`src/rtl/mmcsm_params.svh`:
```
// Constants of the master-side coherency state machine: offsets, fields, codes.
// Assumes an APB slave with 32-bit data and one aligned word per register.
`ifndef MMCSM_PARAMS_SVH
`define MMCSM_PARAMS_SVH
// Register byte offsets
`define MMCSM_CTRL_OFS     12'h000
`define MMCSM_REQ_OFS      12'h004
`define MMCSM_STATUS_OFS   12'h008
`define MMCSM_IRQ_STS_OFS  12'h00c
`define MMCSM_IRQ_MASK_OFS 12'h010
// Request field positions
`define MMCSM_REQ_OP_LSB   0
`define MMCSM_REQ_MODE_LSB 4
`define MMCSM_REQ_CS_LSB   8
`define MMCSM_REQ_COH_BIT  12
// Control bits
`define MMCSM_CTRL_L3_BIT  0
`define MMCSM_CTRL_LOW_BIT 1
// Interrupt status bits
`define MMCSM_IRQ_DONE     0
`define MMCSM_IRQ_PARADOX  1
`define MMCSM_IRQ_ALIGN    2
`define MMCSM_IRQ_RETRY    3
`define MMCSM_IRQ_W        4
`endif

```
`src/rtl/mmcsm_pkg.sv`:
```
// Types of the master-side coherency state machine.
// Assumes the constants header sits beside this file.
`include "mmcsm_params.svh"
package mmcsm_pkg;
  // Block coherency state
  typedef enum logic [1:0] {
    MMCSM_I = 2'h0,
    MMCSM_S = 2'h1,
    MMCSM_E = 2'h2,
    MMCSM_M = 2'h3
  } mmcsm_mesi_e;
  // Processor request
  typedef enum logic [3:0] {
    MMCSM_PLAIN_LOAD      = 4'h0,
    MMCSM_LOAD_RESERVE    = 4'h1,
    MMCSM_DATA_TOUCH      = 4'h2,
    MMCSM_PLAIN_STORE     = 4'h3,
    MMCSM_STORE_COND      = 4'h4,
    MMCSM_STORE_TOUCH     = 4'h5,
    MMCSM_DEALLOCATE      = 4'h6,
    MMCSM_BLOCK_FLUSH     = 4'h7,
    MMCSM_BLOCK_INVALIDATE = 4'h8,
    MMCSM_BLOCK_STORE     = 4'h9,
    MMCSM_BLOCK_ZERO      = 4'ha
  } mmcsm_op_e;
  // Page access attributes, folded into one mode
  typedef enum logic [1:0] {
    MMCSM_WRITE_BACK    = 2'h0,
    MMCSM_WRITE_THROUGH = 2'h1,
    MMCSM_NON_CACHEABLE = 2'h2,
    MMCSM_MODE_RSVD     = 2'h3
  } mmcsm_mode_e;
  // Coherent bus operation
  typedef enum logic [3:0] {
    MMCSM_BUS_NONE    = 4'h0,
    MMCSM_BUS_RD_BURST = 4'h1,
    MMCSM_BUS_RD_SINGLE = 4'h2,
    MMCSM_BUS_RD_INTENT = 4'h3,
    MMCSM_BUS_CLAIM   = 4'h4,
    MMCSM_BUS_WR_FLUSH = 4'h5,
    MMCSM_BUS_WR_KILL = 4'h6,
    MMCSM_BUS_WR_CLEAN = 4'h7,
    MMCSM_BUS_FLUSH   = 4'h8,
    MMCSM_BUS_KILL    = 4'h9,
    MMCSM_BUS_CLEAN   = 4'ha,
    MMCSM_BUS_RESERVE = 4'hb
  } mmcsm_busop_e;
  // Combined snoop reply
  typedef enum logic [1:0] {
    MMCSM_RESP_NULL   = 2'h0,
    MMCSM_RESP_SHARED = 2'h1,
    MMCSM_RESP_MOD    = 2'h2,
    MMCSM_RESP_RETRY  = 2'h3
  } mmcsm_resp_e;
  // Sequencer states, one-hot
  typedef enum logic [2:0] {
    MMCSM_IDLE  = 3'h1,
    MMCSM_ISSUE = 3'h2,
    MMCSM_WAIT  = 3'h4
  } mmcsm_fsm_e;
  // Decision for one request
  typedef struct packed {
    mmcsm_busop_e busop;
    mmcsm_mesi_e  fin;
    logic         settle;
    logic         paradox;
    logic         align;
  } mmcsm_dec_s;
  // Whole state of the top module
  typedef struct packed {
    mmcsm_fsm_e   fsm;
    logic         l3_en;
    logic         lowest;
    mmcsm_op_e    op;
    mmcsm_mode_e  mode;
    mmcsm_mesi_e  cs;
    logic         coh;
    mmcsm_mesi_e  fin;
    mmcsm_busop_e busop;
    logic         settle;
    mmcsm_resp_e  last_resp;
    logic [`MMCSM_IRQ_W-1:0] irq_sts;
    logic [`MMCSM_IRQ_W-1:0] irq_mask;
    logic [2:0]   vld_sync;
    logic [1:0]   resp_s1;
    logic [1:0]   resp_s2;
    logic         bus_req;
    logic [31:0]  prdata;
    logic         pslverr;
  } mmcsm_state_s;
endpackage

```
`src/rtl/mmcsm_top.sv`:
```
// Master-side MESI state machine for one addressed data cache block, APB programmed.
// Assumes a bus agent outside that issues the coherent operation and returns the
// combined snoop reply as asynchronous level pins.
//
// Notes on behaviour
// - arrow entries move state, others keep.
// - undefined combinations flagged as coherency paradox.
// - combined reply merges all; blank is don't-care.
// - fill from invalid: shared reply S, null E.
// - cacheable load hit: no bus op, reserve if L3.
// - load miss burst reads; modified reply ends shared.
// - non-cacheable load single-beat; touch does nothing.
// - write-back store: E/M silent, S claim, I intent.
// - store-touch uses coherence bit for S and I.
// - write-through store write-flush, state kept; no conditional.
// - non-cacheable stores write-flush; store-touch does nothing.
// - deallocate: M write-kill, all end invalid.
// - block flush: M write-kill, else flush; invalid.
// - block invalidate: kill op, any state invalid.
// - block store on M: write-clean, E lowest else S.
// - block store S/E clean settles if L3, else kept; I cleans.
// - block zero write-back to M; else alignment error.
`timescale 1ns/1ns
`default_nettype none
`include "mmcsm_params.svh"
module mmcsm_top (
  input  wire logic        pclk,           // Bus clock, 125 MHz
  input  wire logic        presetn,        // Asynchronous reset
  input  wire logic        psel,
  input  wire logic        penable,
  input  wire logic        pwrite,
  input  wire logic [11:0] paddr,
  input  wire logic [31:0] pwdata,
  output logic [31:0]      prdata,
  output logic             pready,
  output logic             pslverr,
  output logic             bus_req,        // One-cycle issue strobe
  output logic [3:0]       bus_op,         // Operation being issued
  input  wire logic        bus_resp_valid, // Combined reply present (level)
  input  wire logic [1:0]  combined_snoop_reply,
  output logic             irq             // Level interrupt
);
  mmcsm_pkg::mmcsm_state_s q;              // Registered state
  mmcsm_pkg::mmcsm_state_s d;              // Next state
  mmcsm_pkg::mmcsm_dec_s   dec;            // Decision for the request on pwdata
  logic                    wr_acc;         // Write in access phase
  logic                    rd_setup;       // Read in setup phase
  logic                    req_start;      // Accepted request write
  logic                    resp_ev;        // Reply just arrived
  logic                    mapped;         // Address hits a register
  mmcsm_pkg::mmcsm_mesi_e  settled;        // Final state chosen by the reply

  // Decide bus operation and final state for one request
  function automatic mmcsm_pkg::mmcsm_dec_s decide(
    input mmcsm_pkg::mmcsm_op_e   op,
    input mmcsm_pkg::mmcsm_mode_e mode,
    input mmcsm_pkg::mmcsm_mesi_e cs,
    input logic                   coh,
    input logic                   l3_en,
    input logic                   lowest);
    mmcsm_pkg::mmcsm_dec_s r;
    logic ca;
    logic wb;
    r = '{busop: mmcsm_pkg::MMCSM_BUS_NONE, fin: cs, settle: 1'b0, paradox: 1'b0, align: 1'b0};
    ca = (mode == mmcsm_pkg::MMCSM_WRITE_BACK) || (mode == mmcsm_pkg::MMCSM_WRITE_THROUGH);
    wb = (mode == mmcsm_pkg::MMCSM_WRITE_BACK);
    case (op)
      mmcsm_pkg::MMCSM_PLAIN_LOAD, mmcsm_pkg::MMCSM_LOAD_RESERVE, mmcsm_pkg::MMCSM_DATA_TOUCH: begin
        if (ca && cs != mmcsm_pkg::MMCSM_I) begin
          // Hit keeps state; reservation only seen below when L3 exists
          if (op == mmcsm_pkg::MMCSM_LOAD_RESERVE && l3_en)
            r.busop = mmcsm_pkg::MMCSM_BUS_RESERVE;
        end else if (ca) begin
          r.busop  = mmcsm_pkg::MMCSM_BUS_RD_BURST;
          r.settle = 1'b1;
        end else if (op != mmcsm_pkg::MMCSM_DATA_TOUCH) begin
          r.busop = mmcsm_pkg::MMCSM_BUS_RD_SINGLE;
        end
      end
      mmcsm_pkg::MMCSM_PLAIN_STORE, mmcsm_pkg::MMCSM_STORE_COND: begin
        if (wb) begin
          r.fin = mmcsm_pkg::MMCSM_M;
          if (cs == mmcsm_pkg::MMCSM_S)
            r.busop = mmcsm_pkg::MMCSM_BUS_CLAIM;
          else if (cs == mmcsm_pkg::MMCSM_I)
            r.busop = mmcsm_pkg::MMCSM_BUS_RD_INTENT;
        end else if (ca && op == mmcsm_pkg::MMCSM_STORE_COND) begin
          r.paradox = 1'b1;
        end else begin
          r.busop = mmcsm_pkg::MMCSM_BUS_WR_FLUSH;
        end
      end
      mmcsm_pkg::MMCSM_STORE_TOUCH: begin
        // Only this request looks at the coherence bit; other modes are no-ops
        if (wb && cs == mmcsm_pkg::MMCSM_S && coh) begin
          r.busop = mmcsm_pkg::MMCSM_BUS_CLAIM;
          r.fin   = mmcsm_pkg::MMCSM_M;
        end else if (wb && cs == mmcsm_pkg::MMCSM_I && coh) begin
          r.busop = mmcsm_pkg::MMCSM_BUS_RD_INTENT;
          r.fin   = mmcsm_pkg::MMCSM_M;
        end else if (wb && cs == mmcsm_pkg::MMCSM_I) begin
          r.busop  = mmcsm_pkg::MMCSM_BUS_RD_BURST;
          r.settle = 1'b1;
        end
      end
      mmcsm_pkg::MMCSM_DEALLOCATE, mmcsm_pkg::MMCSM_BLOCK_FLUSH, mmcsm_pkg::MMCSM_BLOCK_INVALIDATE: begin
        r.fin = mmcsm_pkg::MMCSM_I;
        if (!ca)
          r.paradox = 1'b1;
        else if (op == mmcsm_pkg::MMCSM_BLOCK_INVALIDATE)
          r.busop = mmcsm_pkg::MMCSM_BUS_KILL;
        else if (cs == mmcsm_pkg::MMCSM_M)
          r.busop = mmcsm_pkg::MMCSM_BUS_WR_KILL;
        else if (op == mmcsm_pkg::MMCSM_BLOCK_FLUSH)
          r.busop = mmcsm_pkg::MMCSM_BUS_FLUSH;
      end
      mmcsm_pkg::MMCSM_BLOCK_STORE: begin
        if (!ca) begin
          r.paradox = 1'b1;
        end else if (cs == mmcsm_pkg::MMCSM_M) begin
          r.busop = mmcsm_pkg::MMCSM_BUS_WR_CLEAN;
          r.fin   = lowest ? mmcsm_pkg::MMCSM_E : mmcsm_pkg::MMCSM_S;
        end else if (cs == mmcsm_pkg::MMCSM_I) begin
          r.busop = mmcsm_pkg::MMCSM_BUS_CLEAN;
        end else if (l3_en) begin
          // Without L3 the clean is skipped and S or E is kept
          r.busop  = mmcsm_pkg::MMCSM_BUS_CLEAN;
          r.settle = 1'b1;
        end
      end
      mmcsm_pkg::MMCSM_BLOCK_ZERO: begin
        if (wb) begin
          r.fin = mmcsm_pkg::MMCSM_M;
          if (cs == mmcsm_pkg::MMCSM_I || cs == mmcsm_pkg::MMCSM_S)
            r.busop = mmcsm_pkg::MMCSM_BUS_CLAIM;
        end else if (ca || mode == mmcsm_pkg::MMCSM_NON_CACHEABLE) begin
          r.align = 1'b1;
        end
      end
      default: r.paradox = 1'b1;
    endcase
    // Reserved mode has no defined row at all
    if (mode == mmcsm_pkg::MMCSM_MODE_RSVD) begin
      r.paradox = 1'b1;
      r.align   = 1'b0;
    end
    if (r.paradox || r.align) begin
      r.busop  = mmcsm_pkg::MMCSM_BUS_NONE;
      r.fin    = cs;
      r.settle = 1'b0;
    end
    return r;
  endfunction

  // Bus phase decode
  assign wr_acc    = psel && penable && pwrite;
  assign rd_setup  = psel && !penable && !pwrite;
  assign mapped    = (paddr == `MMCSM_CTRL_OFS) || (paddr == `MMCSM_REQ_OFS) || (paddr == `MMCSM_STATUS_OFS)
                  || (paddr == `MMCSM_IRQ_STS_OFS) || (paddr == `MMCSM_IRQ_MASK_OFS);
  // A new request is only taken while idle; later writes are dropped
  assign req_start = wr_acc && (paddr == `MMCSM_REQ_OFS) && (q.fsm == mmcsm_pkg::MMCSM_IDLE);
  // Edge of the synchronised valid; first sync stage is read by nothing else
  assign resp_ev   = q.vld_sync[1] && !q.vld_sync[2];
  assign dec = decide(mmcsm_pkg::mmcsm_op_e'(pwdata[`MMCSM_REQ_OP_LSB +: 4]),
                      mmcsm_pkg::mmcsm_mode_e'(pwdata[`MMCSM_REQ_MODE_LSB +: 2]),
                      mmcsm_pkg::mmcsm_mesi_e'(pwdata[`MMCSM_REQ_CS_LSB +: 2]),
                      pwdata[`MMCSM_REQ_COH_BIT], q.l3_en, q.lowest);

  // Reply chooses the final state: shared or modified give S, null gives E
  always_comb begin
    if (!q.settle)
      settled = q.fin;
    else if (mmcsm_pkg::mmcsm_resp_e'(q.resp_s2) == mmcsm_pkg::MMCSM_RESP_NULL)
      settled = mmcsm_pkg::MMCSM_E;
    else
      settled = mmcsm_pkg::MMCSM_S;
  end

  // Next state of everything
  always_comb begin
    logic [`MMCSM_IRQ_W-1:0] ev;
    ev = '0;
    d  = q;
    d.bus_req  = 1'b0;
    d.vld_sync = {q.vld_sync[1:0], bus_resp_valid};
    d.resp_s1  = combined_snoop_reply;
    d.resp_s2  = q.resp_s1;
    // Register writes
    if (wr_acc && paddr == `MMCSM_CTRL_OFS) begin
      d.l3_en  = pwdata[`MMCSM_CTRL_L3_BIT];
      d.lowest = pwdata[`MMCSM_CTRL_LOW_BIT];
    end
    if (wr_acc && paddr == `MMCSM_IRQ_MASK_OFS)
      d.irq_mask = pwdata[`MMCSM_IRQ_W-1:0];
    // Sequencer
    case (q.fsm)
      mmcsm_pkg::MMCSM_IDLE: begin
        if (req_start) begin
          d.op     = mmcsm_pkg::mmcsm_op_e'(pwdata[`MMCSM_REQ_OP_LSB +: 4]);
          d.mode   = mmcsm_pkg::mmcsm_mode_e'(pwdata[`MMCSM_REQ_MODE_LSB +: 2]);
          d.cs     = mmcsm_pkg::mmcsm_mesi_e'(pwdata[`MMCSM_REQ_CS_LSB +: 2]);
          d.coh    = pwdata[`MMCSM_REQ_COH_BIT];
          d.fin    = dec.fin;
          d.busop  = dec.busop;
          d.settle = dec.settle;
          ev[`MMCSM_IRQ_PARADOX] = dec.paradox;
          ev[`MMCSM_IRQ_ALIGN]   = dec.align;
          if (dec.busop != mmcsm_pkg::MMCSM_BUS_NONE)
            d.fsm = mmcsm_pkg::MMCSM_ISSUE;
          else
            ev[`MMCSM_IRQ_DONE] = 1'b1;
        end
      end
      mmcsm_pkg::MMCSM_ISSUE: begin
        d.bus_req = 1'b1;
        d.fsm     = mmcsm_pkg::MMCSM_WAIT;
      end
      mmcsm_pkg::MMCSM_WAIT: begin
        if (resp_ev) begin
          d.last_resp = mmcsm_pkg::mmcsm_resp_e'(q.resp_s2);
          if (mmcsm_pkg::mmcsm_resp_e'(q.resp_s2) == mmcsm_pkg::MMCSM_RESP_RETRY) begin
            // Same operation goes out again, state untouched
            d.fsm = mmcsm_pkg::MMCSM_ISSUE;
            ev[`MMCSM_IRQ_RETRY] = 1'b1;
          end else begin
            d.fin = settled;
            d.fsm = mmcsm_pkg::MMCSM_IDLE;
            ev[`MMCSM_IRQ_DONE] = 1'b1;
          end
        end
      end
      default: d.fsm = mmcsm_pkg::MMCSM_IDLE;
    endcase
    // Write one to clear; a new event in the same cycle wins
    if (wr_acc && paddr == `MMCSM_IRQ_STS_OFS)
      d.irq_sts = q.irq_sts & ~pwdata[`MMCSM_IRQ_W-1:0];
    d.irq_sts = d.irq_sts | ev;
    // Read data captured in setup so it is a flop during access
    if (rd_setup) begin
      d.prdata = '0;
      case (paddr)
        `MMCSM_CTRL_OFS:     d.prdata = {30'h0, q.lowest, q.l3_en};
        `MMCSM_REQ_OFS:      d.prdata = {19'h0, q.coh, 2'h0, q.cs, 2'h0, q.mode, q.op};
        `MMCSM_STATUS_OFS:   d.prdata = {10'h0, q.last_resp, q.busop, 6'h0, q.fin,
                                         7'h0, (q.fsm != mmcsm_pkg::MMCSM_IDLE)};
        `MMCSM_IRQ_STS_OFS:  d.prdata = {28'h0, q.irq_sts};
        `MMCSM_IRQ_MASK_OFS: d.prdata = {28'h0, q.irq_mask};
        default:             d.prdata = '0;
      endcase
    end
    if (psel && !penable)
      d.pslverr = !mapped;
  end

  // State register
  always_ff @(posedge pclk or negedge presetn) begin
    if (!presetn) begin
      q <= '{fsm: mmcsm_pkg::MMCSM_IDLE, op: mmcsm_pkg::MMCSM_PLAIN_LOAD,
             mode: mmcsm_pkg::MMCSM_WRITE_BACK, cs: mmcsm_pkg::MMCSM_I, fin: mmcsm_pkg::MMCSM_I,
             busop: mmcsm_pkg::MMCSM_BUS_NONE, last_resp: mmcsm_pkg::MMCSM_RESP_NULL, default: '0};
    end else begin
      q <= d;
    end
  end

  // Outputs
  assign prdata  = q.prdata;
  assign pslverr = q.pslverr && psel && penable;
  assign pready  = 1'b1; // Every access completes with no wait state
  assign bus_req = q.bus_req;
  assign bus_op  = q.busop;
  assign irq     = |(q.irq_sts & q.irq_mask);
endmodule
`default_nettype wire

```
`config.mk`:
```
export PLATFORM = sky130hd
export DESIGN_NAME = mmcsm_top
export DESIGN_NICKNAME = d
export VERILOG_FILES = /design/src/rtl/mmcsm_pkg.sv /design/src/rtl/mmcsm_top.sv
export VERILOG_INCLUDE_DIRS = /design/src /design/src/rtl
export SDC_FILE = /design/constraint.sdc
export NUM_CORES = 1
export LEC_CHECK = 0
export BUFFER_PORTS_ARGS = -buffer_cell sky130_fd_sc_hd__buf_2
export CAP_MARGIN = 25
export CORE_ASPECT_RATIO = 0.8
export CORE_MARGIN = 8
export CORE_UTILIZATION = 33
export CTS_BUF_LIST = sky130_fd_sc_hd__clkbuf_8 sky130_fd_sc_hd__clkbuf_16
export DETAILED_ROUTE_END_ITERATION = 10
export GPL_TIMING_DRIVEN = 0
export SYNTH_ARGS = -nofsm -noshare
export SYNTH_HDL_FRONTEND = slang
export SYNTH_SLANG_ARGS = --single-unit
```
`constraint.sdc`:
```
create_clock -name pclk -period 6.72 [get_ports pclk]
set_clock_uncertainty 0.2 [all_clocks]
set_input_delay 0.672 -clock pclk [delete_from_list [all_inputs] [get_ports pclk]]
set_output_delay 0.672 -clock pclk [all_outputs]
set_load 0.005 [all_outputs]
```
==> flow_summary.ini <==
[die]
die_x_um = 127.1
die-area_um2 = 13320
start_util_pct = 33.89
die_h_um = 104.9
rows = 32
core_area_um2 = 9609
num_io_pins = 92

[cts]
numClockSinks = 55
path_clk_slew_ns = 0.07
cts_tree = built
cts_buffer_depth = 2
cts_buffers = 5
post_cts_buffers = 0
insertion_delay_ns = 0.29
postCtsHoldBufs = 0
cts_resized = 0
clockRootBuffer = clkbuf_16
h-tree-depth = 2

[placement]
dp.cells = 538
dpl.hpwl_um = 6772
gp_congestion = 0.9036
port_buffers = 49

[worst_setup_path]
rr_startpoint = q[69]$_DFFE_PN1P_
critPathArrivalTime_ns = 2.94
critical_path.max_fanout = 10
crit_chain = buf_2 > clkbuf_1 > clkbuf_1 > a2111oi_0 > a311oi_1 > o21ai_0 > nor4b_1 > o22ai_1
crit_top_cell = clkbuf_1
path_class = input port to flop
crit_family = compound AO/OA/AOI/OAI gates
cp.buffers_inverters = 3
crit_required_ns = 6.65
endpoint_kind = flop
worstSetupStartpoint = pwdata[2]
max_stage_delay_ns = 0.63
critPathSlowestCell = nor4b_1
crit_path_start_kind = input port

[sta]
finalCriticalPeriod_ns = 3.007
setup_tns_ns = 0
period_share_pct = 44.75
report.final.hold_viol_count = 0
rsz0062_at_grt = no
relSlewSlack_pct = 42.25
fmax_ghz = 0.3326
hold_ws_ns = 0.1486
worst_slew_pin_slew_ns = 0.8591
slew_viol_final = 0
setup_viol_count_final = 0

[yosys]
muxShareOfSynthArea_pct = 4.072
synth_xor_area_share_pct = 0.5378
yosys_warnings = 0
yosys.area_share.adder_pct = 1.153
synth_enable_flop_cells = 0
synth_top_family_by_area = simple AND/OR/NAND/NOR gates
synth_area_um2 = 3257
synthArstFlopShare_pct = 100.0
ys_types = 56
yosys.area_share.simple_pct = 21.51
avgSynthCellArea_um2 = 9.226
synth_flop_cell = dfrtp_1
synth_compound_area_share_pct = 18.36
ys_seq_area_share_pct = 42.30
syn_inst = 353
synth_seq_cells = 55

[finish]
final_nets = 481
final_common_cell = dfrtp_1
final_cell_mix = 54 x dfrtp_1, 53 x buf_2, 52 x nand2_1
final_cells = 546
antenna_cells = 0
drive_gt1_share_pct = 27.63
syn_to_final_growth_pct = 19.90
fin_util_pct = 40.64

[status]
status = finished clean

[power]
ir_drop_v = 0.00009955
p_leak_uw = 0.001882
finalPower_uw = 717.1
powerDensity_nw_per_um2 = 183.6

[grt]
grt_use_total_pct = 13.17
grt_max_degree = 36
antenna_found_initial = 0
grt_pass1_vias = 2783
grt-ovfl-total = 0
grt_pass1_wl_um = 14540

[worst_hold_path]
hold_path.class = input port to asynchronous set/reset pin

[run]
drv_cap = 0

[drt]
drc = 0
drtIter0Drc = 222
drtPass1Iterations = 5
post_drt_via_cell_ratio = 4.932
wire_per_inst_um = 15.61
wirelength_um = 8523
final_antenna_net_count = 0
num_vias = 2693
==> flip-flops by register name (all words and copies together) (netlist names) <==
signal,count
bus_op,4
bus_req,1
d,4
prdata,15
q,31
==> metal layers <==
| layer | part of all wire [%] | up-vias | track usage, % |
|---|---|---|---|
| met3 | 7.2 | 8 | 3.352 |
| met2 | 42 | 94 | 19.18 |
| met4 | 0.88 | 0 | 2.966 |
| met5 | 0 | - | 0 |
| met1 | 50 | 1239 | 19.00 |
| li1 | - | 1352 | - |
==> where the power goes <==
part	internal, uW	switching (uW)	total [uW]
logic	31.4	50.1	81.6
clock network	185	113	298
registers	335	2.33	337
total	552	165	717
==> path summary, 6_finish.rpt <==
path	cells past startpoint	endpoint	slack (ns)
setup / recovery	8	q[70]$_DFFE_PN0P_	3.71
setup reg to reg	6	q[58]$_DFFE_PN0P_	4.23
min in group pclk	0	q[34]$_DFF_PN0_	0.15
hold reg to reg	0	q[34]$_DFF_PN0_	0.15
max in group asynchronous	2	q[69]$_DFFE_PN1P_	5.54
hold / removal	1	prdata[5]$_DFFE_PN0P_	0.15
==> worst reg2reg max path: stages, from the launching register on <==
cell and delay (ns):
dfstp_2 0.56, or3b_2 0.50, or4_1 0.41, clkbuf_2 0.17
buf_2 0.21, buf_2 0.21, o21ai_0 0.16
==> metrics by stage <==
step / worst slack (ns) / area, um2
after floorplan: 4.101 / 3317
after global placement: 3.401 / 3711
after detailed placement: 3.451 / 3731
after CTS: 3.739 / 3905
after global routing: 3.512 / 3905
final: 3.713 / 3905
==> kinds of logic (layout without fill, tap and decap cells) <==
kind of cell,Yosys count,after routing
muxes,11,11
other,2,18
adders and majority gates,3,3
AOI/OAI and AO/OA,88,88
DFF,55,55
buffers and inverters,64,122
xor gates and xnor gates,2,2
and+or+nand+nor,128,128
==> synth_stat cells (all sizes together), types with 3 or more instances <==
library cell	n	area, um2
o31ai	5	37.54
a31oi	3	18.77
a22o	13	113.9
nor2	15	56.30
nand3	9	45.04
buf	41	297.8
or3b	3	26.28
a21oi	12	60.06
a21boi	3	22.52
inv	8	30.03
mux2	8	90.09
nor3	7	40.04
ha	3	37.54
nand2	52	195.2
nor4	3	40.04
nor4b	4	35.03
a22oi	8	60.06
a2111oi	3	26.28
nor2b	8	50.05
o21ai	25	125.1
nand4b	3	41.29
nand2b	8	50.05
clkbuf	15	57.55
dfrtp	54	1351
nor3b	7	52.55
==> area by class of cell <==
cell class              instances  area, um2
plain buffers                  56      355.3
clock buffers                   6      138.9
clock inverters                 2      35.03
fillers                       976       5704
inverters                       8      30.03
multi-input cells             250       1554
flip-flops and latches         55       1378
well taps                     119      148.9
repair buffers                 50      265.3
(Power assumes the default switching activity.)
